`src/pkg/zrc_pkg.sv`:
```
package zrc_pkg;

  // ---------------------------------------------------------------
  // sizes and bus
  // ---------------------------------------------------------------
  localparam int ZONES = 2;
  localparam int AW    = 8;
  localparam int TW    = 16;
  localparam int JCW   = 16;
  localparam int INT_W = 4;
  localparam logic [1:0] RESP_OKAY   = 2'h0;
  localparam logic [1:0] RESP_SLVERR = 2'h2;

  // ---------------------------------------------------------------
  // register map: one block per zone, then the interrupt pair
  // ---------------------------------------------------------------
  localparam logic [AW-1:0] ZONE_STRIDE  = 8'h20;
  localparam logic [AW-1:0] OFS_CTRL     = 8'h00;
  localparam logic [AW-1:0] OFS_GAP      = 8'h04;
  localparam logic [AW-1:0] OFS_ACCEPT   = 8'h08;
  localparam logic [AW-1:0] OFS_JAMT     = 8'h0C;
  localparam logic [AW-1:0] OFS_STAT     = 8'h10;
  localparam logic [AW-1:0] OFS_JCNT     = 8'h14;
  localparam logic [AW-1:0] OFS_CMD      = 8'h18;
  localparam logic [AW-1:0] OFS_INT_STAT = 8'h40;
  localparam logic [AW-1:0] OFS_INT_MASK = 8'h44;

  // control word fields
  localparam int CTRL_MODE_LSB = 0;
  localparam int CTRL_TZONE    = 2;
  localparam int CTRL_ACDIS    = 3;
  localparam int CTRL_ACCUM    = 4;
  localparam int CMD_CLEAR     = 0;
  // interrupt bits: jam occurrence per zone, auto clear give-up per zone
  localparam int INT_JAM_LSB    = 0;
  localparam int INT_GIVEUP_LSB = 2;

  // release modes
  localparam logic [1:0] MODE_SINGLE = 2'h0;
  localparam logic [1:0] MODE_TRAIN  = 2'h1;
  localparam logic [1:0] MODE_GAP    = 2'h2;

  // ---------------------------------------------------------------
  // timing: timers count 10 ms ticks
  // ---------------------------------------------------------------
  localparam int TICK_MS       = 10;
  localparam int CLK_PERIOD_NS = 8;
  localparam int TICK_CYC_DFLT = TICK_MS * 1000000 / CLK_PERIOD_NS;
  localparam logic [TW-1:0]  GAP_RST       = 16'h0000;
  localparam logic [TW-1:0]  ACCEPT_RST    = 16'h0000;
  localparam logic [TW-1:0]  JAMT_RST      = 16'h00C8;
  localparam logic [TW-1:0]  AUTOCLR_TICKS = 16'h01F4;
  localparam logic [1:0]     AUTOCLR_TRIES = 2'h3;
  localparam logic [JCW-1:0] JCNT_MAX      = 16'hFFFF;

  // ---------------------------------------------------------------
  // zone sequencing states
  // ---------------------------------------------------------------
  typedef enum logic [2:0] {
    ZS_EMPTY,
    ZS_ACCEPT,
    ZS_ARRIVED,
    ZS_HOLD,
    ZS_GAP,
    ZS_RUN,
    ZS_JAMMED
  } zrc_state_e;

endpackage

```
`src/hw/zrc_timer.sv`:
```
module zrc_timer
  import zrc_pkg::*;
(
  input  wire logic          mclk,
  input  wire logic          reset_n,
  input  wire logic          tick,
  input  wire logic          load,
  input  wire logic [TW-1:0] load_val,
  output logic               done
);

  logic [TW-1:0] cnt;

  // down counter in ticks; first tick may land early by up to one tick
  always_ff @(posedge mclk or negedge reset_n)
  begin
    if (!reset_n)
      cnt <= '0;
    else if (load)
      cnt <= load_val;
    else if (tick && cnt != '0)
      cnt <= cnt - 1'b1;
  end

  assign done = (cnt == '0); // load is built from done, no loop back

endmodule

```
`src/hw/zrc_axil.sv`:
```
module zrc_axil
  import zrc_pkg::*;
(
  input  wire logic          mclk,
  input  wire logic          reset_n,
  input  wire logic [AW-1:0] s_axi_awaddr,
  input  wire logic          s_axi_awvalid,
  output logic               s_axi_awready,
  input  wire logic [31:0]   s_axi_wdata,
  input  wire logic [3:0]    s_axi_wstrb,
  input  wire logic          s_axi_wvalid,
  output logic               s_axi_wready,
  output logic [1:0]         s_axi_bresp,
  output logic               s_axi_bvalid,
  input  wire logic          s_axi_bready,
  input  wire logic [AW-1:0] s_axi_araddr,
  input  wire logic          s_axi_arvalid,
  output logic               s_axi_arready,
  output logic [31:0]        s_axi_rdata,
  output logic [1:0]         s_axi_rresp,
  output logic               s_axi_rvalid,
  input  wire logic          s_axi_rready,
  output logic               wr_en,
  output logic [AW-1:0]      wr_addr,
  output logic [31:0]        wr_data,
  output logic [3:0]         wr_strb,
  input  wire logic          wr_hit,
  output logic [AW-1:0]      rd_addr,
  input  wire logic [31:0]   rd_data,
  input  wire logic          rd_hit
);

  logic aw_full;
  logic w_full;
  logic ar_full;

  assign s_axi_awready = !aw_full;
  assign s_axi_wready  = !w_full;
  assign s_axi_arready = !ar_full && !s_axi_rvalid;
  // commit only once the previous response has gone
  assign wr_en = aw_full && w_full && !s_axi_bvalid;

  // write address and data are held independently, in either order
  always_ff @(posedge mclk or negedge reset_n)
  begin
    if (!reset_n)
    begin
      aw_full <= 1'b0;
      w_full  <= 1'b0;
      wr_addr <= '0;
      wr_data <= '0;
      wr_strb <= '0;
    end
    else
    begin
      if (s_axi_awvalid && !aw_full)
      begin
        aw_full <= 1'b1;
        wr_addr <= s_axi_awaddr;
      end
      else if (wr_en)
        aw_full <= 1'b0;
      if (s_axi_wvalid && !w_full)
      begin
        w_full  <= 1'b1;
        wr_data <= s_axi_wdata;
        wr_strb <= s_axi_wstrb;
      end
      else if (wr_en)
        w_full <= 1'b0;
    end
  end

  // write response
  always_ff @(posedge mclk or negedge reset_n)
  begin
    if (!reset_n)
    begin
      s_axi_bvalid <= 1'b0;
      s_axi_bresp  <= RESP_OKAY;
    end
    else if (wr_en)
    begin
      s_axi_bvalid <= 1'b1;
      s_axi_bresp  <= wr_hit ? RESP_OKAY : RESP_SLVERR;
    end
    else if (s_axi_bready)
      s_axi_bvalid <= 1'b0;
  end

  // read: address in one cycle, registered data the next
  always_ff @(posedge mclk or negedge reset_n)
  begin
    if (!reset_n)
    begin
      ar_full      <= 1'b0;
      rd_addr      <= '0;
      s_axi_rvalid <= 1'b0;
      s_axi_rdata  <= '0;
      s_axi_rresp  <= RESP_OKAY;
    end
    else if (s_axi_arvalid && s_axi_arready)
    begin
      ar_full <= 1'b1;
      rd_addr <= s_axi_araddr;
    end
    else if (ar_full)
    begin
      ar_full      <= 1'b0;
      s_axi_rvalid <= 1'b1;
      s_axi_rdata  <= rd_data;
      s_axi_rresp  <= rd_hit ? RESP_OKAY : RESP_SLVERR;
    end
    else if (s_axi_rready)
      s_axi_rvalid <= 1'b0;
  end

endmodule

```
`src/hw/zrc_zone_ctrl.sv`:
```
// Functional notes
// - gap mode: held carton leaves after downstream release and gap expiry
// - gap timer never delays a carton in transit, only held ones
// - each gap zone waits its own gap timer, delays add up
// - accepting zone starts motor accept time after sensor blocks
// - accept delay applies only to a zone set as accepting
// - jam output is high for arrival jam or sensor jam
// - jam counter counts every jam, saturating at JCNT_MAX, cleared only by power cycle
// - clear command clears a sensor jam with the carton still there
// - with auto clear on, clear restarts the auto clear procedure
// - accumulate stops the next carton until accumulate is removed
// - host accumulate is kept in flash and restored at power-up
// - new release mode acts at once, no restart
// - reset default is single carton release mode
// - auto clear makes at most 3 attempts before staying jammed
module zrc_zone_ctrl
  import zrc_pkg::*;
#(
  parameter int unsigned TICK_CYC = TICK_CYC_DFLT
)
(
  input  wire logic             mclk,
  input  wire logic             reset_n,
  input  wire logic [AW-1:0]    s_axi_awaddr,
  input  wire logic             s_axi_awvalid,
  output logic                  s_axi_awready,
  input  wire logic [31:0]      s_axi_wdata,
  input  wire logic [3:0]       s_axi_wstrb,
  input  wire logic             s_axi_wvalid,
  output logic                  s_axi_wready,
  output logic [1:0]            s_axi_bresp,
  output logic                  s_axi_bvalid,
  input  wire logic             s_axi_bready,
  input  wire logic [AW-1:0]    s_axi_araddr,
  input  wire logic             s_axi_arvalid,
  output logic                  s_axi_arready,
  output logic [31:0]           s_axi_rdata,
  output logic [1:0]            s_axi_rresp,
  output logic                  s_axi_rvalid,
  input  wire logic             s_axi_rready,
  input  wire logic [ZONES-1:0] sensor_blocked,
  input  wire logic [ZONES-1:0] ds_clear,
  input  wire logic [ZONES-1:0] ds_release,
  input  wire logic [ZONES-1:0] arrival_jam,
  input  wire logic [ZONES-1:0] nv_accum_in,
  output logic [ZONES-1:0]      motor_run,
  output logic [ZONES-1:0]      zone_release,
  output logic [ZONES-1:0]      zone_empty,
  output logic [ZONES-1:0]      jam_active,
  output logic [ZONES-1:0]      nv_accum_out,
  output logic [ZONES-1:0]      nv_save,
  output logic                  irq
);

  // ---------------------------------------------------------------
  // decode helpers
  // ---------------------------------------------------------------
  function automatic logic zreg(input logic [AW-1:0] a,
                                input logic          z,
                                input logic [AW-1:0] ofs);
    return a == (z ? ofs + ZONE_STRIDE : ofs);
  endfunction

  function automatic logic addr_ok(input logic [AW-1:0] a);
    return (a[AW-1:6] == '0 && a[4:0] <= OFS_CMD[4:0] && a[1:0] == 2'h0)
           || a == OFS_INT_STAT || a == OFS_INT_MASK;
  endfunction

  function automatic logic [TW-1:0] merge16(input logic [TW-1:0] old,
                                            input logic [31:0]   d,
                                            input logic [3:0]    s);
    return {s[1] ? d[15:8] : old[15:8], s[0] ? d[7:0] : old[7:0]};
  endfunction

  // ---------------------------------------------------------------
  // bus front end
  // ---------------------------------------------------------------
  logic          wr_en;
  logic [AW-1:0] wr_addr;
  logic [31:0]   wr_data;
  logic [3:0]    wr_strb;
  logic [AW-1:0] rd_addr;
  logic [31:0]   rd_data;

  zrc_axil u_axil (
    .mclk          (mclk),
    .reset_n       (reset_n),
    .s_axi_awaddr  (s_axi_awaddr),
    .s_axi_awvalid (s_axi_awvalid),
    .s_axi_awready (s_axi_awready),
    .s_axi_wdata   (s_axi_wdata),
    .s_axi_wstrb   (s_axi_wstrb),
    .s_axi_wvalid  (s_axi_wvalid),
    .s_axi_wready  (s_axi_wready),
    .s_axi_bresp   (s_axi_bresp),
    .s_axi_bvalid  (s_axi_bvalid),
    .s_axi_bready  (s_axi_bready),
    .s_axi_araddr  (s_axi_araddr),
    .s_axi_arvalid (s_axi_arvalid),
    .s_axi_arready (s_axi_arready),
    .s_axi_rdata   (s_axi_rdata),
    .s_axi_rresp   (s_axi_rresp),
    .s_axi_rvalid  (s_axi_rvalid),
    .s_axi_rready  (s_axi_rready),
    .wr_en         (wr_en),
    .wr_addr       (wr_addr),
    .wr_data       (wr_data),
    .wr_strb       (wr_strb),
    .wr_hit        (addr_ok(wr_addr)),
    .rd_addr       (rd_addr),
    .rd_data       (rd_data),
    .rd_hit        (addr_ok(rd_addr))
  );

  // ---------------------------------------------------------------
  // shared tick prescaler
  // ---------------------------------------------------------------
  logic [31:0] tick_cnt;
  logic        tick;

  assign tick = (tick_cnt == 32'(TICK_CYC - 1));

  always_ff @(posedge mclk or negedge reset_n)
  begin
    if (!reset_n)
      tick_cnt <= '0;
    else if (tick)
      tick_cnt <= '0;
    else
      tick_cnt <= tick_cnt + 32'h1;
  end

  // ---------------------------------------------------------------
  // per-zone settings, state and status
  // ---------------------------------------------------------------
  logic [ZONES-1:0][1:0]     mode;
  logic [ZONES-1:0]          tzone_en;
  logic [ZONES-1:0]          acdis;
  logic [ZONES-1:0]          accum;
  logic [ZONES-1:0][TW-1:0]  gap_time;
  logic [ZONES-1:0][TW-1:0]  accept_time;
  logic [ZONES-1:0][TW-1:0]  jam_time;
  logic [ZONES-1:0][JCW-1:0] jam_cnt;
  logic [ZONES-1:0][TW-1:0]  stat_word;
  logic [ZONES-1:0]          jam_evt;
  logic [ZONES-1:0]          giveup_evt;
  logic                      nv_loaded;

  // flash copy is taken on the first edge after reset release
  always_ff @(posedge mclk or negedge reset_n)
  begin
    if (!reset_n)
      nv_loaded <= 1'b0;
    else
      nv_loaded <= 1'b1;
  end

  assign nv_accum_out = accum;

  for (genvar z = 0; z < ZONES; z++)
  begin : g_zone
    zrc_state_e state;
    zrc_state_e next_state;
    logic       sens_q;
    logic       arr_q;
    logic       tmr_load;
    logic       tmr_done;
    logic [TW-1:0] tmr_val;
    logic [1:0] tries;
    logic       clr_cmd;
    logic       ctrl_wr;
    logic       evt_sj;
    logic       evt_aj;
    logic [JCW:0] cnt_sum;

    assign ctrl_wr = wr_en && wr_strb[0] && zreg(wr_addr, 1'(z), OFS_CTRL);
    assign clr_cmd = wr_en && wr_strb[0] && wr_data[CMD_CLEAR]
                     && zreg(wr_addr, 1'(z), OFS_CMD);

    // settings of this zone only, reset to single carton release
    always_ff @(posedge mclk or negedge reset_n)
    begin
      if (!reset_n)
      begin
        mode[z]        <= MODE_SINGLE;
        tzone_en[z]    <= 1'b0;
        acdis[z]       <= 1'b0;
        gap_time[z]    <= GAP_RST;
        accept_time[z] <= ACCEPT_RST;
        jam_time[z]    <= JAMT_RST;
      end
      else if (wr_en)
      begin
        if (ctrl_wr)
        begin
          mode[z]     <= wr_data[CTRL_MODE_LSB +: 2];
          tzone_en[z] <= wr_data[CTRL_TZONE];
          acdis[z]    <= wr_data[CTRL_ACDIS];
        end
        if (zreg(wr_addr, 1'(z), OFS_GAP))
          gap_time[z] <= merge16(gap_time[z], wr_data, wr_strb);
        if (zreg(wr_addr, 1'(z), OFS_ACCEPT))
          accept_time[z] <= merge16(accept_time[z], wr_data, wr_strb);
        if (zreg(wr_addr, 1'(z), OFS_JAMT))
          jam_time[z] <= merge16(jam_time[z], wr_data, wr_strb);
      end
    end

    // accumulate: restored from flash, saved on every host change
    always_ff @(posedge mclk or negedge reset_n)
    begin
      if (!reset_n)
      begin
        accum[z]   <= 1'b0;
        nv_save[z] <= 1'b0;
      end
      else if (!nv_loaded)
      begin
        accum[z]   <= nv_accum_in[z];
        nv_save[z] <= 1'b0;
      end
      else
      begin
        if (ctrl_wr)
          accum[z] <= wr_data[CTRL_ACCUM];
        nv_save[z] <= ctrl_wr && (wr_data[CTRL_ACCUM] != accum[z]);
      end
    end

    // sequencing; mode is read live so a new mode acts at once
    always_comb
    begin
      next_state = state;
      unique case (state)
        ZS_EMPTY:
          if (sensor_blocked[z] && !sens_q)
            next_state = tzone_en[z] ? ZS_ACCEPT : ZS_ARRIVED;
        ZS_ACCEPT:
          if (tmr_done)
            next_state = ZS_ARRIVED;
        ZS_ARRIVED:
          // a carton passing through goes on with no gap wait
          if (accum[z] || !ds_clear[z])
            next_state = ZS_HOLD;
          else
            next_state = ZS_RUN;
        ZS_HOLD:
          if (!accum[z])
          begin
            if (mode[z] == MODE_TRAIN)
            begin
              if (ds_release[z] || ds_clear[z])
                next_state = ZS_RUN;
            end
            else if (mode[z] == MODE_GAP)
            begin
              if (ds_release[z] || ds_clear[z])
                next_state = ZS_GAP;
            end
            else if (ds_clear[z])
              next_state = ZS_RUN;
          end
        ZS_GAP:
          if (accum[z])
            next_state = ZS_HOLD;
          else if (tmr_done)
            next_state = ZS_RUN;
        ZS_RUN:
          if (!sensor_blocked[z])
            next_state = ZS_EMPTY;
          else if (tmr_done)
            next_state = ZS_JAMMED;
        ZS_JAMMED:
          if (!sensor_blocked[z])
            next_state = ZS_EMPTY;
          else if (clr_cmd)
            next_state = ZS_ARRIVED;
          else if (!acdis[z] && tries != AUTOCLR_TRIES && tmr_done)
            next_state = ZS_RUN;
        default:
          next_state = ZS_EMPTY;
      endcase
    end

    // one timer per zone, reloaded on every state change
    assign tmr_load = (next_state != state);

    always_comb
    begin
      unique case (next_state)
        ZS_ACCEPT: tmr_val = accept_time[z];
        ZS_GAP:    tmr_val = gap_time[z];
        ZS_RUN:    tmr_val = jam_time[z];
        ZS_JAMMED: tmr_val = AUTOCLR_TICKS;
        default:   tmr_val = '0;
      endcase
    end

    zrc_timer u_tmr (
      .mclk     (mclk),
      .reset_n  (reset_n),
      .tick     (tick),
      .load     (tmr_load),
      .load_val (tmr_val),
      .done     (tmr_done)
    );

    // state, retry count and edge history
    always_ff @(posedge mclk or negedge reset_n)
    begin
      if (!reset_n)
      begin
        state  <= ZS_EMPTY;
        tries  <= 2'h0;
        sens_q <= 1'b0;
        arr_q  <= 1'b0;
      end
      else
      begin
        state  <= next_state;
        sens_q <= sensor_blocked[z];
        arr_q  <= arrival_jam[z];
        if (clr_cmd && state == ZS_JAMMED)
          tries <= 2'h0;
        else if (state == ZS_JAMMED && next_state == ZS_RUN)
          tries <= tries + 2'h1;
        else if (next_state == ZS_EMPTY)
          tries <= 2'h0;
      end
    end

    // registered zone outputs
    always_ff @(posedge mclk or negedge reset_n)
    begin
      if (!reset_n)
      begin
        motor_run[z]    <= 1'b0;
        zone_release[z] <= 1'b0;
        zone_empty[z]   <= 1'b1;
        jam_active[z]   <= 1'b0;
      end
      else
      begin
        motor_run[z]    <= (next_state == ZS_RUN);
        zone_release[z] <= (next_state == ZS_RUN) && (state == ZS_HOLD
                           || state == ZS_GAP || state == ZS_ARRIVED);
        zone_empty[z]   <= (next_state == ZS_EMPTY);
        jam_active[z]   <= (next_state == ZS_JAMMED) || arrival_jam[z];
      end
    end

    // jam occurrences; both kinds in one cycle count twice
    assign evt_sj  = (next_state == ZS_JAMMED) && (state != ZS_JAMMED);
    assign evt_aj  = arrival_jam[z] && !arr_q;
    assign cnt_sum = {1'b0, jam_cnt[z]} + (JCW + 1)'(evt_sj)
                     + (JCW + 1)'(evt_aj);
    assign jam_evt[z]    = evt_sj || evt_aj;
    // a hopeless jam: auto clear off or all attempts spent
    assign giveup_evt[z] = evt_sj && (acdis[z] || tries == AUTOCLR_TRIES);

    // only reset_n, i.e. a power cycle, clears the counter
    always_ff @(posedge mclk or negedge reset_n)
    begin
      if (!reset_n)
        jam_cnt[z] <= '0;
      else if (cnt_sum[JCW])
        jam_cnt[z] <= JCNT_MAX;
      else
        jam_cnt[z] <= cnt_sum[JCW-1:0];
    end

    assign stat_word[z] = {1'b0, accum[z] && state == ZS_HOLD,
                           sensor_blocked[z], motor_run[z],
                           2'h0, tries,
                           1'b0, arrival_jam[z], state == ZS_JAMMED,
                           jam_active[z], 1'b0, state};
  end

  // ---------------------------------------------------------------
  // interrupts: sticky status, write one to clear, set wins
  // ---------------------------------------------------------------
  logic [INT_W-1:0] int_stat;
  logic [INT_W-1:0] int_mask;
  logic [INT_W-1:0] int_set;
  logic [INT_W-1:0] int_clr;

  assign int_set = {giveup_evt, jam_evt};
  assign int_clr = (wr_en && wr_strb[0] && wr_addr == OFS_INT_STAT)
                   ? wr_data[INT_W-1:0] : '0;

  always_ff @(posedge mclk or negedge reset_n)
  begin
    if (!reset_n)
      int_stat <= '0;
    else
      int_stat <= (int_stat & ~int_clr) | int_set;
  end

  always_ff @(posedge mclk or negedge reset_n)
  begin
    if (!reset_n)
      int_mask <= '0;
    else if (wr_en && wr_strb[0] && wr_addr == OFS_INT_MASK)
      int_mask <= wr_data[INT_W-1:0];
  end

  assign irq = |(int_stat & int_mask);

  // ---------------------------------------------------------------
  // read mux, registered inside the bus front end
  // ---------------------------------------------------------------
  always_comb
  begin
    rd_data = '0;
    if (rd_addr == OFS_INT_STAT)
      rd_data[INT_W-1:0] = int_stat;
    if (rd_addr == OFS_INT_MASK)
      rd_data[INT_W-1:0] = int_mask;
    for (int z = 0; z < ZONES; z++)
    begin
      if (zreg(rd_addr, 1'(z), OFS_CTRL))
        rd_data[4:0] = {accum[z], acdis[z], tzone_en[z], mode[z]};
      if (zreg(rd_addr, 1'(z), OFS_GAP))
        rd_data[TW-1:0] = gap_time[z];
      if (zreg(rd_addr, 1'(z), OFS_ACCEPT))
        rd_data[TW-1:0] = accept_time[z];
      if (zreg(rd_addr, 1'(z), OFS_JAMT))
        rd_data[TW-1:0] = jam_time[z];
      if (zreg(rd_addr, 1'(z), OFS_STAT))
        rd_data[TW-1:0] = stat_word[z];
      if (zreg(rd_addr, 1'(z), OFS_JCNT))
        rd_data[JCW-1:0] = jam_cnt[z];
    end
  end

endmodule

```
`config.mk`:
```
export PLATFORM = sky130hd
export DESIGN_NAME = zrc_zone_ctrl
export DESIGN_NICKNAME = d
export VERILOG_FILES = /design/src/pkg/zrc_pkg.sv /design/src/hw/zrc_timer.sv /design/src/hw/zrc_axil.sv /design/src/hw/zrc_zone_ctrl.sv
export SDC_FILE = /design/constraint.sdc
export NUM_CORES = 1
export LEC_CHECK = 0
export ABC_CLOCK_PERIOD_IN_PS = 6900
export BUFFER_PORTS_ARGS = -buffer_cell sky130_fd_sc_hd__buf_2
export CAP_MARGIN = 0
export CORE_MARGIN = 4
export CORE_UTILIZATION = 60
export DETAILED_ROUTE_END_ITERATION = 12
export PLACE_DENSITY = 0.82
export SLEW_MARGIN = 0
export SYNTH_ARGS = -nofsm -noshare
export SYNTH_HDL_FRONTEND = slang
export SYNTH_SLANG_ARGS = --single-unit
```
`constraint.sdc`:
```
create_clock -name mclk -period 6.9 [get_ports mclk]
set_input_delay 1.38 -clock mclk [delete_from_list [all_inputs] [get_ports mclk]]
set_output_delay 1.38 -clock mclk [all_outputs]
set_load 0.005 [all_outputs]
```
# --- After elaboration in Yosys (flattened, before gate mapping) ---
# Cells that the tools add are included.
word_totals:
  regBits: 294
  latchBits: 0
  mem_bits_rw: 0
  romBits: 0
  inputBits: 69
  output_inout_bits: 54
  elab_cells: 329
  mem_count: 0
op_classes:
  n_addsub: 9
  mul: 0
  div: 0
  order_cmp: 2
  eq_ne: 61
  shift: 0
  mux: 82
  bitwise_logic: 5
  n_reduce_logical: 112
op_table:
  columns: ["op", "n"]
  rows:
  - ["2-to-1 mux 16 bit", 16]
  - ["one-hot mux 16 bit (4 select lines)", 2]
  - ["2-to-1 mux 3 bit", 32]
  - ["equality test 8 x 6 -> 1 bit (second input constant)", 11]
  - ["logical AND 1 bit", 42]
  - ["one-hot mux 3 bit (7 select lines)", 2]
  - ["equality test 3 bit (second input constant)", 12]
  - ["AND reduction 3 bit", 12]
  - ["adder 16 x 1 -> 17 bit", 2]
  - ["adder 17 x 1 -> 17 bit", 2]
  - ["adder 32 x 1 -> 32 bit (second input constant)", 1]
  - ["equality test 32 x 21 -> 1 bit (second input constant)", 1]
  - ["equality test 8 x 4 -> 1 bit (second input constant)", 4]
  - ["equality test 8 x 7 -> 1 bit (second input constant)", 4]
  - ["zero test 16 bit", 2]
  - ["2-to-1 mux 32 bit", 1]
  - ["nonzero test 16 bit", 2]
  - ["subtractor 16 x 1 -> 16 bit (second input constant)", 2]
  - ["equality test 8 x 5 -> 1 bit (second input constant)", 3]
  - ["2-to-1 mux 2 bit", 10]
  - ["logical OR 1 bit", 18]
  - ["equality test 8 x 3 -> 1 bit (second input constant)", 2]
  - ["zero test 8 bit", 2]
  - ["2-to-1 mux 1 bit", 14]
  - ["other kinds (24)", 72]

# --- Depth between registers and ports, before layout ---
# Gate-level depths: netlist of the first run.
depth:
  ltp_word: 15
  mapped_depth: 15
  depth_no_buf: 14

# --- Modules after synthesis ---
# From an unflattened synthesis of the first run, not the netlist that was laid out.
hier_totals:
  hier_cells: 1619
  hier_area_um2: 17096.4
modules_own_cells:
  columns: ["module", "instances", "cells_per_inst", "area_each_um2", "seq_area_each_um2"]
  rows:
  - ["zrc_zone_ctrl", 1, 1165, 11392.2, 5089.9]
  - ["zrc_axil", 1, 206, 3577.2, 2277.2]
  - ["zrc_timer", 2, 124, 1063.5, 400.4]

# --- Least setup slack after synthesis of the first run ---
# OpenSTA, ideal clock, no wires.
synth_path:
  path_kind: "input -> register"
  from: "input sensor_blocked[1]"
  to: "register g_zone[1].u_tmr.cnt[9]"
  setup_time_ns: 0.132
  arrival_ns: 3.360
  required_time_ns: 6.768
  path_slack_ns: 3.408
  stages: 11
  path_buffers: 2
  path_cell_list: "or3b_2 > nor3b_1 > a21oi_1 > o221a_2 > nand2_1 > buf_2 > buf_2 > mux2i_1 > nor2_1 > a21oi_1 > o22ai_1"
synth_via:
  elab_chain_len: 6
  word_cells_on_any_way: 13
  cone_classes: "eq/ne (5); mux (6); reduce/logical (2)"
synth_rtl:
  columns: ["item", "line_no", "text"]
  rows:
  - ["from (decl)", "zrc_zone_ctrl.sv:41", "input wire logic [ZONES-1:0] sensor_blocked,"]
  - ["logical AND 1 bit", "zrc_zone_ctrl.sv:236", "if (sensor_blocked[z] && !sens_q)"]
  - ["2-to-1 mux 3 bit", "zrc_zone_ctrl.sv:236", null]
  - ["one-hot mux 3 bit (7 select lines) (*)", "zrc_zone_ctrl.sv:234", "unique case (state)"]
  - ["net g_zone[1].next_state[0]", "zrc_zone_ctrl.sv:163", "zrc_state_e next_state;"]
  - ["equality test 3 bit or equality test 3 x 1 -> 1 bit (tied branches)", "zrc_zone_ctrl.sv:290", "unique case (next_state)"]
  - ["one-hot mux 16 bit (4 select lines)", "zrc_zone_ctrl.sv:290", null]
  - ["2-to-1 mux 16 bit", "zrc_timer.sv:19", "else if (load)"]
  - ["to (signal assigned)", "zrc_timer.sv:20", "cnt <= load_val;"]
  - ["to (signal assigned)", "zrc_timer.sv:22", "cnt <= cnt - 1'b1;"]
  - ["to (decl)", "zrc_timer.sv:12", "logic [TW-1:0] cnt;"]
# Mark *: on every way through the listed nets, which the timed path passes. The rest lies on a longest branch.
# A chain may end at the register's enable or synchronous reset.

# --- Final worst setup path of the first run ---
layout_path:
  from: "register u_axil.wr_addr[3]"
  to: "register g_zone[1].u_tmr.cnt[3]"
layout_via:
  elab_chain_len: 8
  word_cells_on_any_way: 13
  cone_classes: "eq/ne (6); mux (5); reduce/logical (2)"
layout_rtl:
  columns: ["item", "line_no", "text"]
  rows:
  - ["from (decl)", "zrc_axil.sv:24", "output logic [AW-1:0] wr_addr,"]
  - ["from (signal assigned)", "zrc_axil.sv:59", "wr_addr <= s_axi_awaddr;"]
  - ["equality test 8 x 6 -> 1 bit (*)", "zrc_zone_ctrl.sv:61", "return a == (z ? ofs + ZONE_STRIDE : ofs);"]
  - ["logical AND 1 bit (*)", "zrc_zone_ctrl.sv:178", "&& zreg(wr_addr, 1'(z), OFS_CMD);"]
  - ["2-to-1 mux 3 bit (*)", "zrc_zone_ctrl.sv:276", "else if (clr_cmd)"]
  - ["2-to-1 mux 3 bit (*)", "zrc_zone_ctrl.sv:274", "if (!sensor_blocked[z])"]
  - ["one-hot mux 3 bit (7 select lines) (*)", "zrc_zone_ctrl.sv:234", null]
  - ["equality test 3 bit or equality test 3 x 1 -> 1 bit (tied branches)", "zrc_zone_ctrl.sv:290", null]
  - ["one-hot mux 16 bit (4 select lines)", "zrc_zone_ctrl.sv:290", null]
  - ["2-to-1 mux 16 bit", "zrc_timer.sv:19", null]
# Every way passes the cells marked *; elsewhere a longest branch is shown, timed or not.

==> results.py, run 1 <==
metrics = {
    "run_status": {
        "status": "finished clean",
    },
    "routing": {
        "post_drt_wl_per_cell_um": 21.3,
        "vias_per_cell": 6.46,
        "antenna_left": 0,
        "routed_wl_um": 40000,
        "drcViolationCount": 0,
        "first_pass_iters": 6,
        "drt-initial-drc-count": 1430,
        "num_vias": 12100,
    },
    "yosys": {
        "synth_edf_count": 0,
        "netlist_instances": 1457,
        "netlist_top_cells_area": "dfrtp_1, mux2_2, nand2_1, nor2_1, mux2i_1",
        "yosys_warnings": 0,
        "synthArstFlopShare": 1.00,
        "synth_seq_cells": 292,
        "synth.top_cell.area_share": 0.475,
        "synth-main-ff-cell": "dfrtp_1",
        "syn_avg_cell_area_um2": 10.3,
        "synth_area_um2": 15000,
        "yosys.cell_types.count": 75,
        "yosysTopAreaCell": "dfrtp_1",
        "yosysSeqAreaShare": 0.489,
    },
    "clock_tree": {
        "cts_root_buf": "clkbuf_16",
        "cts_sinks": 292,
        "clk_latency_ps": 560,
        "cts-resized-gates": 0,
        "ctsHoldBuffers": 0,
        "path_clk_slew_ps": 60,
        "h-tree-depth": 1,
        "cts_buffers": 30,
        "tritoncts": "built",
        "post_cts_buffers": 0,
        "clockBufferDepth": 3,
    },
    "setup_path": {
        "crit_path_start_kind": "flip-flop",
        "critical_path_required_ps": 7340,
        "worstPathMaxFanout": 21,
        "path_class": "flip-flop to flip-flop",
        "crit_path_end_kind": "flip-flop",
        "crit_arrival_ps": 4910,
    },
    "flow_run": {
        "maxCapViolCount": 0,
    },
    "final_layout": {
        "mostFrequentLayoutCell": "dfrtp_1",
        "area_growth_pct": 11.1,
        "most-common-layout-cells": "dfrtp_1, nand2_1, mux2_2",
        "num_antenna_cells": 0,
        "drive_gt1_frac": 0.207,
        "fin_nets": 1609,
    },
    "sta": {
        "rsz0062_at_grt": "false",
        "drv_slew": 0,
        "worst_pin_slew_ps": 1110,
        "setup_violations": 0,
        "whs_ps": 460,
        "fin_tns_setup_ps": 0,
        "max_slew_margin": 0.251,
        "max_freq_ghz": 0.224,
        "fin_crit_sh": 0.648,
        "finClkSkew_ps": 13.4,
        "fin_crit_ps": 4470,
        "hold_viol": 0,
    },
    "power": {
        "p_per_area_nw_per_um2": 366,
        "peakVddDrop_mv": 0.288,
        "power_leakage_nw": 7.71,
        "total_power_mw": 6.09,
    },
    "floorplan": {
        "die_y_um": 166,
        "ioPinCount": 123,
        "fp-row-count": 57,
        "start_util": 0.612,
        "core_um2": 24500,
        "die-width_um": 166,
        "die_area_um2": 27500,
    },
    "grt": {
        "grt_usage": 0.288,
        "grt_max_degree": 149,
        "globalRouteOverflowTotal": 0,
        "antenna_found_initial": 1,
        "grt_pass1_wl_um": 65400,
        "grt_pass1_vias": 12200,
    },
    "worst_hold_path": {
        "hp-class": "flip-flop to flip-flop",
    },
    "place": {
        "dp_hpwl_um": 28300,
        "gp_congestion": 0.973,
        "io_buffers": 86,
    },
}
[cells by family (layout without fill, tap and decap cells)]
group | count (synthesis) | in the layout | share of synthesized area
simple gates | 511 | 511 | 0.171
compound gates | 295 | 295 | 0.128
flops | 292 | 292 | 0.489
mux | 179 | 179 | 0.132
buf+inv | 103 | 183 | 0.0324
xor+xnor | 66 | 66 | 0.0386
fa+ha+maj | 9 | 9 | 0.00853
other cells | 2 | 19 | 0.000502
[report_power, final]
group | total, mW | internal, mW | switching, mW
Sequential | 2.59 | 2.07 | 0.518
Clock | 1.64 | 0.982 | 0.655
Combinational | 1.87 | 0.769 | 1.10
[metal layers]
layer / wire length, µm / GRT usage / part of all wire / vias up
li1: - / - / - / 5410
met5: 0 / 0 / 0 / -
met2: 18600 / 0.462 / 0.46 / 602
met3: 3490 / 0.0500 / 0.087 / 132
met1: 16000 / 0.397 / 0.40 / 5980
met4: 1910 / 0.107 / 0.048 / 0
[synthesized netlist by cell type, drive strengths merged, types with 7 or more instances]
| cell | number |
|---|---|
| buf | 33 |
| xor2 | 37 |
| nand2 | 144 |
| nand3 | 44 |
| xnor2 | 29 |
| o21ai | 69 |
| nor2b | 15 |
| nor3b | 8 |
| ha | 7 |
| nor4 | 20 |
| dfrtp | 284 |
| and3 | 22 |
| nand2b | 15 |
| nor2 | 144 |
| a21oi | 64 |
| o22ai | 22 |
| nand4 | 19 |
| or2 | 7 |
| dfstp | 8 |
| a221oi | 15 |
| inv | 28 |
| o21a | 17 |
| mux2 | 143 |
| clkbuf | 42 |
| or3 | 12 |
| a2bb2oi | 7 |
| nor3 | 22 |
| mux2i | 36 |
| nor4b | 12 |
| a31oi | 23 |
| a22oi | 34 |
[stage by stage]
| step | utilization | worst slack, ps | instance area [µm²] | cells |
|---|---|---|---|---|
| global placement | 0.639 | 2450 | 15600 | 1823 |
| global route | 0.680 | 2230 | 16600 | 1878 |
| floorplan | - | 3410 | 15000 | 1474 |
| detailed placement | 0.639 | 2400 | 15600 | 1823 |
| finish | 0.680 | 2430 | 16600 | 1878 |
| CTS | 0.680 | 2540 | 16600 | 1878 |
[path summary, 6_finish.rpt]
path | startpoint | endpoint | slack (ps) | cells after the start
setup reg to reg | u_axil.wr_addr[3] | g_zone[1].u_tmr.cnt[3] | 2430 | 9
setup / recovery | u_axil.wr_addr[3] | g_zone[1].u_tmr.cnt[3] | 2430 | 9
max in group asynchronous | reset_n | g_zone[0].u_tmr.cnt[7] | 4770 | 2
hold / removal | tick_cnt[0] | tick_cnt[0] | 460 | 1
hold reg to reg | tick_cnt[0] | tick_cnt[0] | 460 | 1
min in group asynchronous | reset_n | tick_cnt[14] | 790 | 1
[state kept, by name (all words and copies together), names as in the netlist, 16 cells and up]
signal and cells:
accept_time 32, g_zone.u_tmr.cnt 32, gap_time 32, jam_cnt 32, jam_time 32, tick_cnt 32
u_axil.s_axi_rdata 16, u_axil.wr_data 16
[final cells by class]
type                            instances  area [µm²]
Clock buffer                           50         927
Clock inverter                          5        77.6
Fill cell                            1849        7830
Inverter                               28         105
Multi-Input combinational cell       1079        7240
Sequential cell                       292        7320
Tap cell                              324         405
Timing Repair Buffer                  100         558
[worst max-delay path, stage by stage, from the launching register on]
cell and delay [ps]:
dfrtp_1 490, or4b_4 550, nor4_1 750, nor2_1 170, nand3_1 340, nand2_1 680, nor3b_1 390, a41oi_2 640
o22ai_1 210, o21a_1 140
Power figures use the tool's default switching activity.
==> run 2, diff against run 1 <==
--- a/config.mk
+++ b/config.mk
@@ -5,7 +5,7 @@
 export SDC_FILE = /design/constraint.sdc
 export NUM_CORES = 1
 export LEC_CHECK = 0
-export ABC_CLOCK_PERIOD_IN_PS = 6900
+export ABC_CLOCK_PERIOD_IN_PS = 4230
 export BUFFER_PORTS_ARGS = -buffer_cell sky130_fd_sc_hd__buf_2
 export CAP_MARGIN = 0
 export CORE_MARGIN = 4
==> constraint.sdc (replaced) <==
create_clock -name mclk -period 4.23 [get_ports mclk]
set_input_delay 0.846 -clock mclk [delete_from_list [all_inputs] [get_ports mclk]]
set_output_delay 0.846 -clock mclk [all_outputs]
set_load 0.005 [all_outputs]
==> run 2 against run 1 <==
Net effect:
- critical path depth increased by 5
- highest routed layer is now met5
- global-route usage is 0.18 points lower
- first-iteration DRC count fell by 5.9%
- critical endpoint is now jam_cnt[19]
- final area up 1.1%
- worst hold slack got worse by 120 ps
==> results.py, run 2 (synthesized netlist as in run 1, its figures left out) <==
metrics = {
    "setup_path": {
        "crit_arrival_ps": 4130,
        "worstPathMaxFanout": 13,
        "regToRegStartpoint": "g_zone[1].u_tmr.cnt[0]",
        "critical_path_required_ps": 4700,
        "crit_path_start_kind": "flip-flop",
        "crit_start": "g_zone[1].u_tmr.cnt[0]",
        "crit_path_end_kind": "flip-flop",
        "reg2reg_slack_ps": 570,
        "path_class": "flip-flop to flip-flop",
        "r2r_cells": 14,
    },
    "sta": {
        "worst_pin_slew_ps": 1210,
        "finClkSkew_ps": 6.58,
        "fin_tns_setup_ps": 0,
        "timing.final.ws_setup_ps": 571,
        "hold_viol": 0,
        "fin_crit_ps": 3660,
        "max_slew_margin": 0.189,
        "fin_crit_sh": 0.865,
        "max_freq_ghz": 0.273,
        "rsz0062_at_grt": "false",
        "drv_slew": 0,
        "setup_violations": 0,
    },
    "clock_tree": {
        "path_clk_slew_ps": 60,
        "cts_sinks": 292,
        "ctsHoldBuffers": 0,
        "clockBufferDepth": 3,
        "post_cts_buffers": 0,
        "cts-resized-gates": 0,
        "cts_buffers": 31,
        "tritoncts": "built",
        "h-tree-depth": 1,
        "cts_root_buf": "clkbuf_16",
        "clk_latency_ps": 550,
    },
    "place": {
        "pre_cts_ws_ps": 636,
        "dp_hpwl_um": 29100,
        "gp_congestion": 0.958,
        "io_buffers": 86,
    },
    "final_layout": {
        "fin_nets": 1627,
        "fin_util": 0.687,
        "most-common-layout-cells": "dfrtp_1, nand2_1, mux2_2",
        "area_growth_pct": 12.3,
        "drive_gt1_frac": 0.220,
        "mostFrequentLayoutCell": "dfrtp_1",
        "n_fill_cell": 1816,
    },
    "routing": {
        "vias_per_cell": 6.40,
        "highest_layer": "met5",
        "first_pass_iters": 7,
        "met3_length_um": 3840,
        "num_vias": 12100,
        "post_drt_wl_per_cell_um": 21.2,
        "antenna_left": 0,
        "drcViolationCount": 0,
        "drt-initial-drc-count": 1345,
        "met1_length_um": 16000,
        "dr_wl_met2_um": 18900,
        "routed_wl_um": 40300,
    },
    "grt": {
        "grt_max_degree": 115,
        "grt_usage": 0.286,
        "antenna_found_initial": 1,
        "grt_pass1_vias": 11900,
        "grt_pass1_wl_um": 64700,
        "globalRouteOverflowTotal": 0,
    },
    "floorplan": {
        "start_util": 0.612,
        "core_um2": 24500,
        "ioPinCount": 123,
        "die-width_um": 166,
        "die_y_um": 166,
        "die_area_um2": 27500,
        "fp-row-count": 57,
    },
    "run_status": {
        "status": "finished clean",
    },
    "flow_run": {
        "maxCapViolCount": 0,
    },
    "power": {
        "power_leakage_nw": 7.84,
        "p_per_area_nw_per_um2": 603,
        "peakVddDrop_mv": 0.504,
    },
    "worst_hold_path": {
        "hp-class": "input pin to asynchronous set/reset pin",
    },
}
## run 2: cell types whose count changed in the layout (fill, tap and decap cells not counted), sizes merged
cell,before,now
bufinv,2,3
clkinvlp,1,0
clkinv,2,7
diode,0,1
clkbuf,50,46
buf,100,117
## run 2: path summary, 6_finish.rpt
check / endpoint
max: jam_cnt[19]
min: tick_cnt[27]
max reg2reg: jam_cnt[19]
min reg2reg: tick_cnt[0]
max in group asynchronous: jam_time[2]
min in group mclk: tick_cnt[0]
## run 2: worst max-delay path, stage by stage, from the launching register on
cell and delay, ps:
dfrtp_1 410, inv_1 70, ha_1 170, nor3b_1 290
and4_1 300, and2_1 280, nand4_1 260, inv_1 140
fa_1 220, ha_1 190, nand3_1 200, nor2_1 200
nand2_1 90, or3_1 580, o21ai_0 150
## run 2: layout make-up
type,count,area [µm²],share of cell area
Antenna cell,1,2.50,0.000149
Clock buffer,46,932,0.0554
Clock inverter,10,125,0.00744
Inverter,28,105,0.00625
Multi-Input combinational cell,1079,7240,0.431
Sequential cell,292,7320,0.435
Tap cell,324,405,0.0241
Timing Repair Buffer,117,686,0.0408
## run 2: per-stage QoR
step / area [µm²] / hold slack, ps / std cells / power [mW]
global placement: 15800 / 440 / 1840 / 7.16
floorplan: 15000 / 425 / 1474 / 6.21
CTS: 16800 / 398 / 1896 / 10.1
global route: 16800 / 409 / 1896 / 10.7
detailed placement: 15800 / 448 / 1840 / 7.30
finish: 16800 / 342 / 1897 / 10.1
## run 2: report_power, final
| part | internal [mW] | switching, mW | total, mW |
|---|---|---|---|
| Clock | 1.69 | 1.09 | 2.78 |
| Sequential | 3.38 | 0.834 | 4.21 |
| Combinational | 1.32 | 1.82 | 3.15 |
## run 2: per-layer routing
layer  global-route usage  up-vias
li1                     -     5437
met1                0.388     5963
met2                0.459      622
met3               0.0605      117
met4                0.104        2
met5                    0        -
==> run 3, diff against run 2 <==
--- a/config.mk
+++ b/config.mk
@@ -5,14 +5,15 @@
 export SDC_FILE = /design/constraint.sdc
 export NUM_CORES = 1
 export LEC_CHECK = 0
-export ABC_CLOCK_PERIOD_IN_PS = 4230
+export ABC_CLOCK_PERIOD_IN_PS = 4700
 export BUFFER_PORTS_ARGS = -buffer_cell sky130_fd_sc_hd__buf_2
 export CAP_MARGIN = 0
 export CORE_MARGIN = 4
 export CORE_UTILIZATION = 60
 export DETAILED_ROUTE_END_ITERATION = 12
-export PLACE_DENSITY = 0.82
+export PLACE_DENSITY = 0.81
 export SLEW_MARGIN = 0
 export SYNTH_ARGS = -nofsm -noshare
 export SYNTH_HDL_FRONTEND = slang
+export SYNTH_HIERARCHICAL = 1
 export SYNTH_SLANG_ARGS = --single-unit
==> constraint.sdc (replaced) <==
create_clock -name mclk -period 4.7 [get_ports mclk]
set_input_delay 0.94 -clock mclk [delete_from_list [all_inputs] [get_ports mclk]]
set_output_delay 0.94 -clock mclk [all_outputs]
set_load 0.005 [all_outputs]
==> run 3 against run 2 <==
Net effect:
- register-to-register slack worse by 230 ps
- total power is 4.8% lower
- synthesized cell count is 8.6% higher
- combinational power is 7.6% lower
- cell count is 7.5% higher
- sequential cell count is 16 higher
- clock power is 2% lower
- die area is 9.1% higher
- worst hold slack better by 140 ps
- final area is 8.8% higher
- routed wire length is 10% higher
==> results.py, run 3 <==
metrics = {
    "place": {
        "pre_cts_ws_ps": 542,
        "io_buffers": 102,
        "gp_congestion": 0.930,
        "dp_hpwl_um": 30700,
    },
    "setup_path": {
        "path_class": "flip-flop to flip-flop",
        "crit_path_max_incr_delay_ps": 620,
        "regToRegEndpoint": "jam_cnt[1]",
        "reg2reg_slack_ps": 340,
        "crit_path_cell_trace": "inv_1 > ha_1 > nor4b_1 > nand4_1 > inv_1 > nand2_1 > nor2_1 > fa_1 > ha_1 > nand3_1 > nor2_1 > nand3_1 > nand2b_1",
        "critical_path_required_ps": 5140,
        "crit_path_start_kind": "flip-flop",
        "cp-endpoint": "jam_cnt[1]",
        "crit_start": "g_zone[0].u_tmr/cnt[0]",
        "crit_arrival_ps": 4800,
        "r2r_cells": 13,
        "worstPathMaxFanout": 13,
        "regToRegStartpoint": "g_zone[0].u_tmr/cnt[0]",
        "cp_slowest_cell": "nor4b_1",
        "crit_path_end_kind": "flip-flop",
    },
    "sta": {
        "drv_slew": 0,
        "timing.final.ws_setup_ps": 340,
        "max_freq_ghz": 0.229,
        "finClkSkew_ps": 27.2,
        "rsz0062_at_grt": "false",
        "fin_tns_setup_ps": 0,
        "setup_violations": 0,
        "fin_crit_sh": 0.928,
        "worst_pin_slew_ps": 991,
        "fin_crit_ps": 4360,
        "hold_viol": 0,
        "max_slew_margin": 0.337,
    },
    "clock_tree": {
        "cts_root_buf": "clkbuf_16",
        "clockBufferDepth": 3,
        "ctsHoldBuffers": 0,
        "cts_sinks": 308,
        "cts_buffers": 34,
        "tritoncts": "built",
        "post_cts_buffers": 0,
        "h-tree-depth": 2,
        "clk_latency_ps": 530,
        "cts-resized-gates": 0,
        "path_clk_slew_ps": 70,
    },
    "grt": {
        "grt_usage": 0.292,
        "grt_max_degree": 129,
        "globalRouteOverflowTotal": 0,
        "antenna_found_initial": 0,
        "grt_pass1_wl_um": 71700,
        "grt_pass1_vias": 13300,
    },
    "final_layout": {
        "area_growth_pct": 11.6,
        "n_fill_cell": 1941,
        "multi_input_area_um2": 8130,
        "most-common-layout-cells": "dfrtp_1, mux2_2, nor2_1",
        "num_antenna_cells": 0,
        "drive_gt1_frac": 0.242,
        "fin_nets": 1753,
        "mostFrequentLayoutCell": "dfrtp_1",
        "seq_area_um2": 7720,
    },
    "floorplan": {
        "die_area_um2": 30000,
        "fp-row-count": 60,
        "die_y_um": 173,
        "core_um2": 27000,
        "start_util": 0.608,
        "die-width_um": 173,
        "ioPinCount": 123,
    },
    "yosys": {
        "yosys_warnings": 6,
        "netlist_instances": 1583,
        "synth_area_um2": 16400,
        "syn_avg_cell_area_um2": 10.4,
    },
    "routing": {
        "post_drt_wl_per_cell_um": 21.8,
        "drcViolationCount": 0,
        "antenna_left": 0,
        "num_vias": 13300,
        "routed_wl_um": 44400,
        "vias_per_cell": 6.53,
        "first_pass_iters": 8,
        "drt-initial-drc-count": 1580,
    },
    "power": {
        "peakVddDrop_mv": 0.378,
        "p_per_area_nw_per_um2": 527,
        "power_leakage_nw": 8.32,
    },
    "worst_hold_path": {
        "hp-class": "flip-flop to flip-flop",
    },
    "run_status": {
        "status": "finished clean",
    },
    "flow_run": {
        "maxCapViolCount": 0,
    },
}
-- run 3: layout make-up --
cell class	count	share of cell area
clock buffers	45	0.0550
multi-input cells	1163	0.445
flip-flops and latches	308	0.422
clock inverters	15	0.00800
inverters	47	0.00964
repair buffers	121	0.0376
well taps	341	0.0233
-- run 3: critical path: cells and delay by family, from the launching register on --
family                   cells  cell delay (ps)
AND/OR/NAND/NOR              8             2740
flip-flops                   1              390
adder cells (fa/ha/maj)      3              780
buffers and inverters        2              370
-- run 3: through the flow --
stage	cell area (µm²)	utilization	std cells	hold slack [ps]	total power, mW
after floorplan	16500	-	1599	446	5.94
after global placement	17100	0.636	1980	464	6.73
after detailed placement	17100	0.636	1980	483	6.85
after CTS	18300	0.679	2040	487	9.59
after global routing	18300	0.679	2040	508	10.1
final	18300	0.679	2040	484	9.65
-- run 3: worst min-delay path by stage --
stage / start / end / slack [ps] / depth (start not counted)
2_1_floorplan: tick_cnt[31] / tick_cnt[31] / 450 / 1
3_5_place_dp: accept_time[17] / accept_time[17] / 480 / 1
3_3_place_gp: tick_cnt[31] / tick_cnt[31] / 460 / 1
6_report: tick_cnt[31] / tick_cnt[31] / 480 / 1
4_1_cts: tick_cnt[31] / tick_cnt[31] / 490 / 1
5_1_grt: tick_cnt[31] / tick_cnt[31] / 510 / 1
-- run 3: per-layer routing --
| layer | up-vias | wire [µm] | track usage |
|---|---|---|---|
| li1 | 5944 | - | - |
| met1 | 6537 | 18000 | 0.403 |
| met2 | 703 | 20800 | 0.466 |
| met3 | 135 | 3900 | 0.0541 |
| met4 | 0 | 1740 | 0.107 |
| met5 | - | 0 | 0 |
-- run 3: power breakdown --
part	internal (mW)	switching, mW	leakage [nW]
clock	1.62	1.09	0.561
sequential	3.18	0.836	4.02
combinational	1.16	1.75	3.74
total	5.97	3.68	8.32
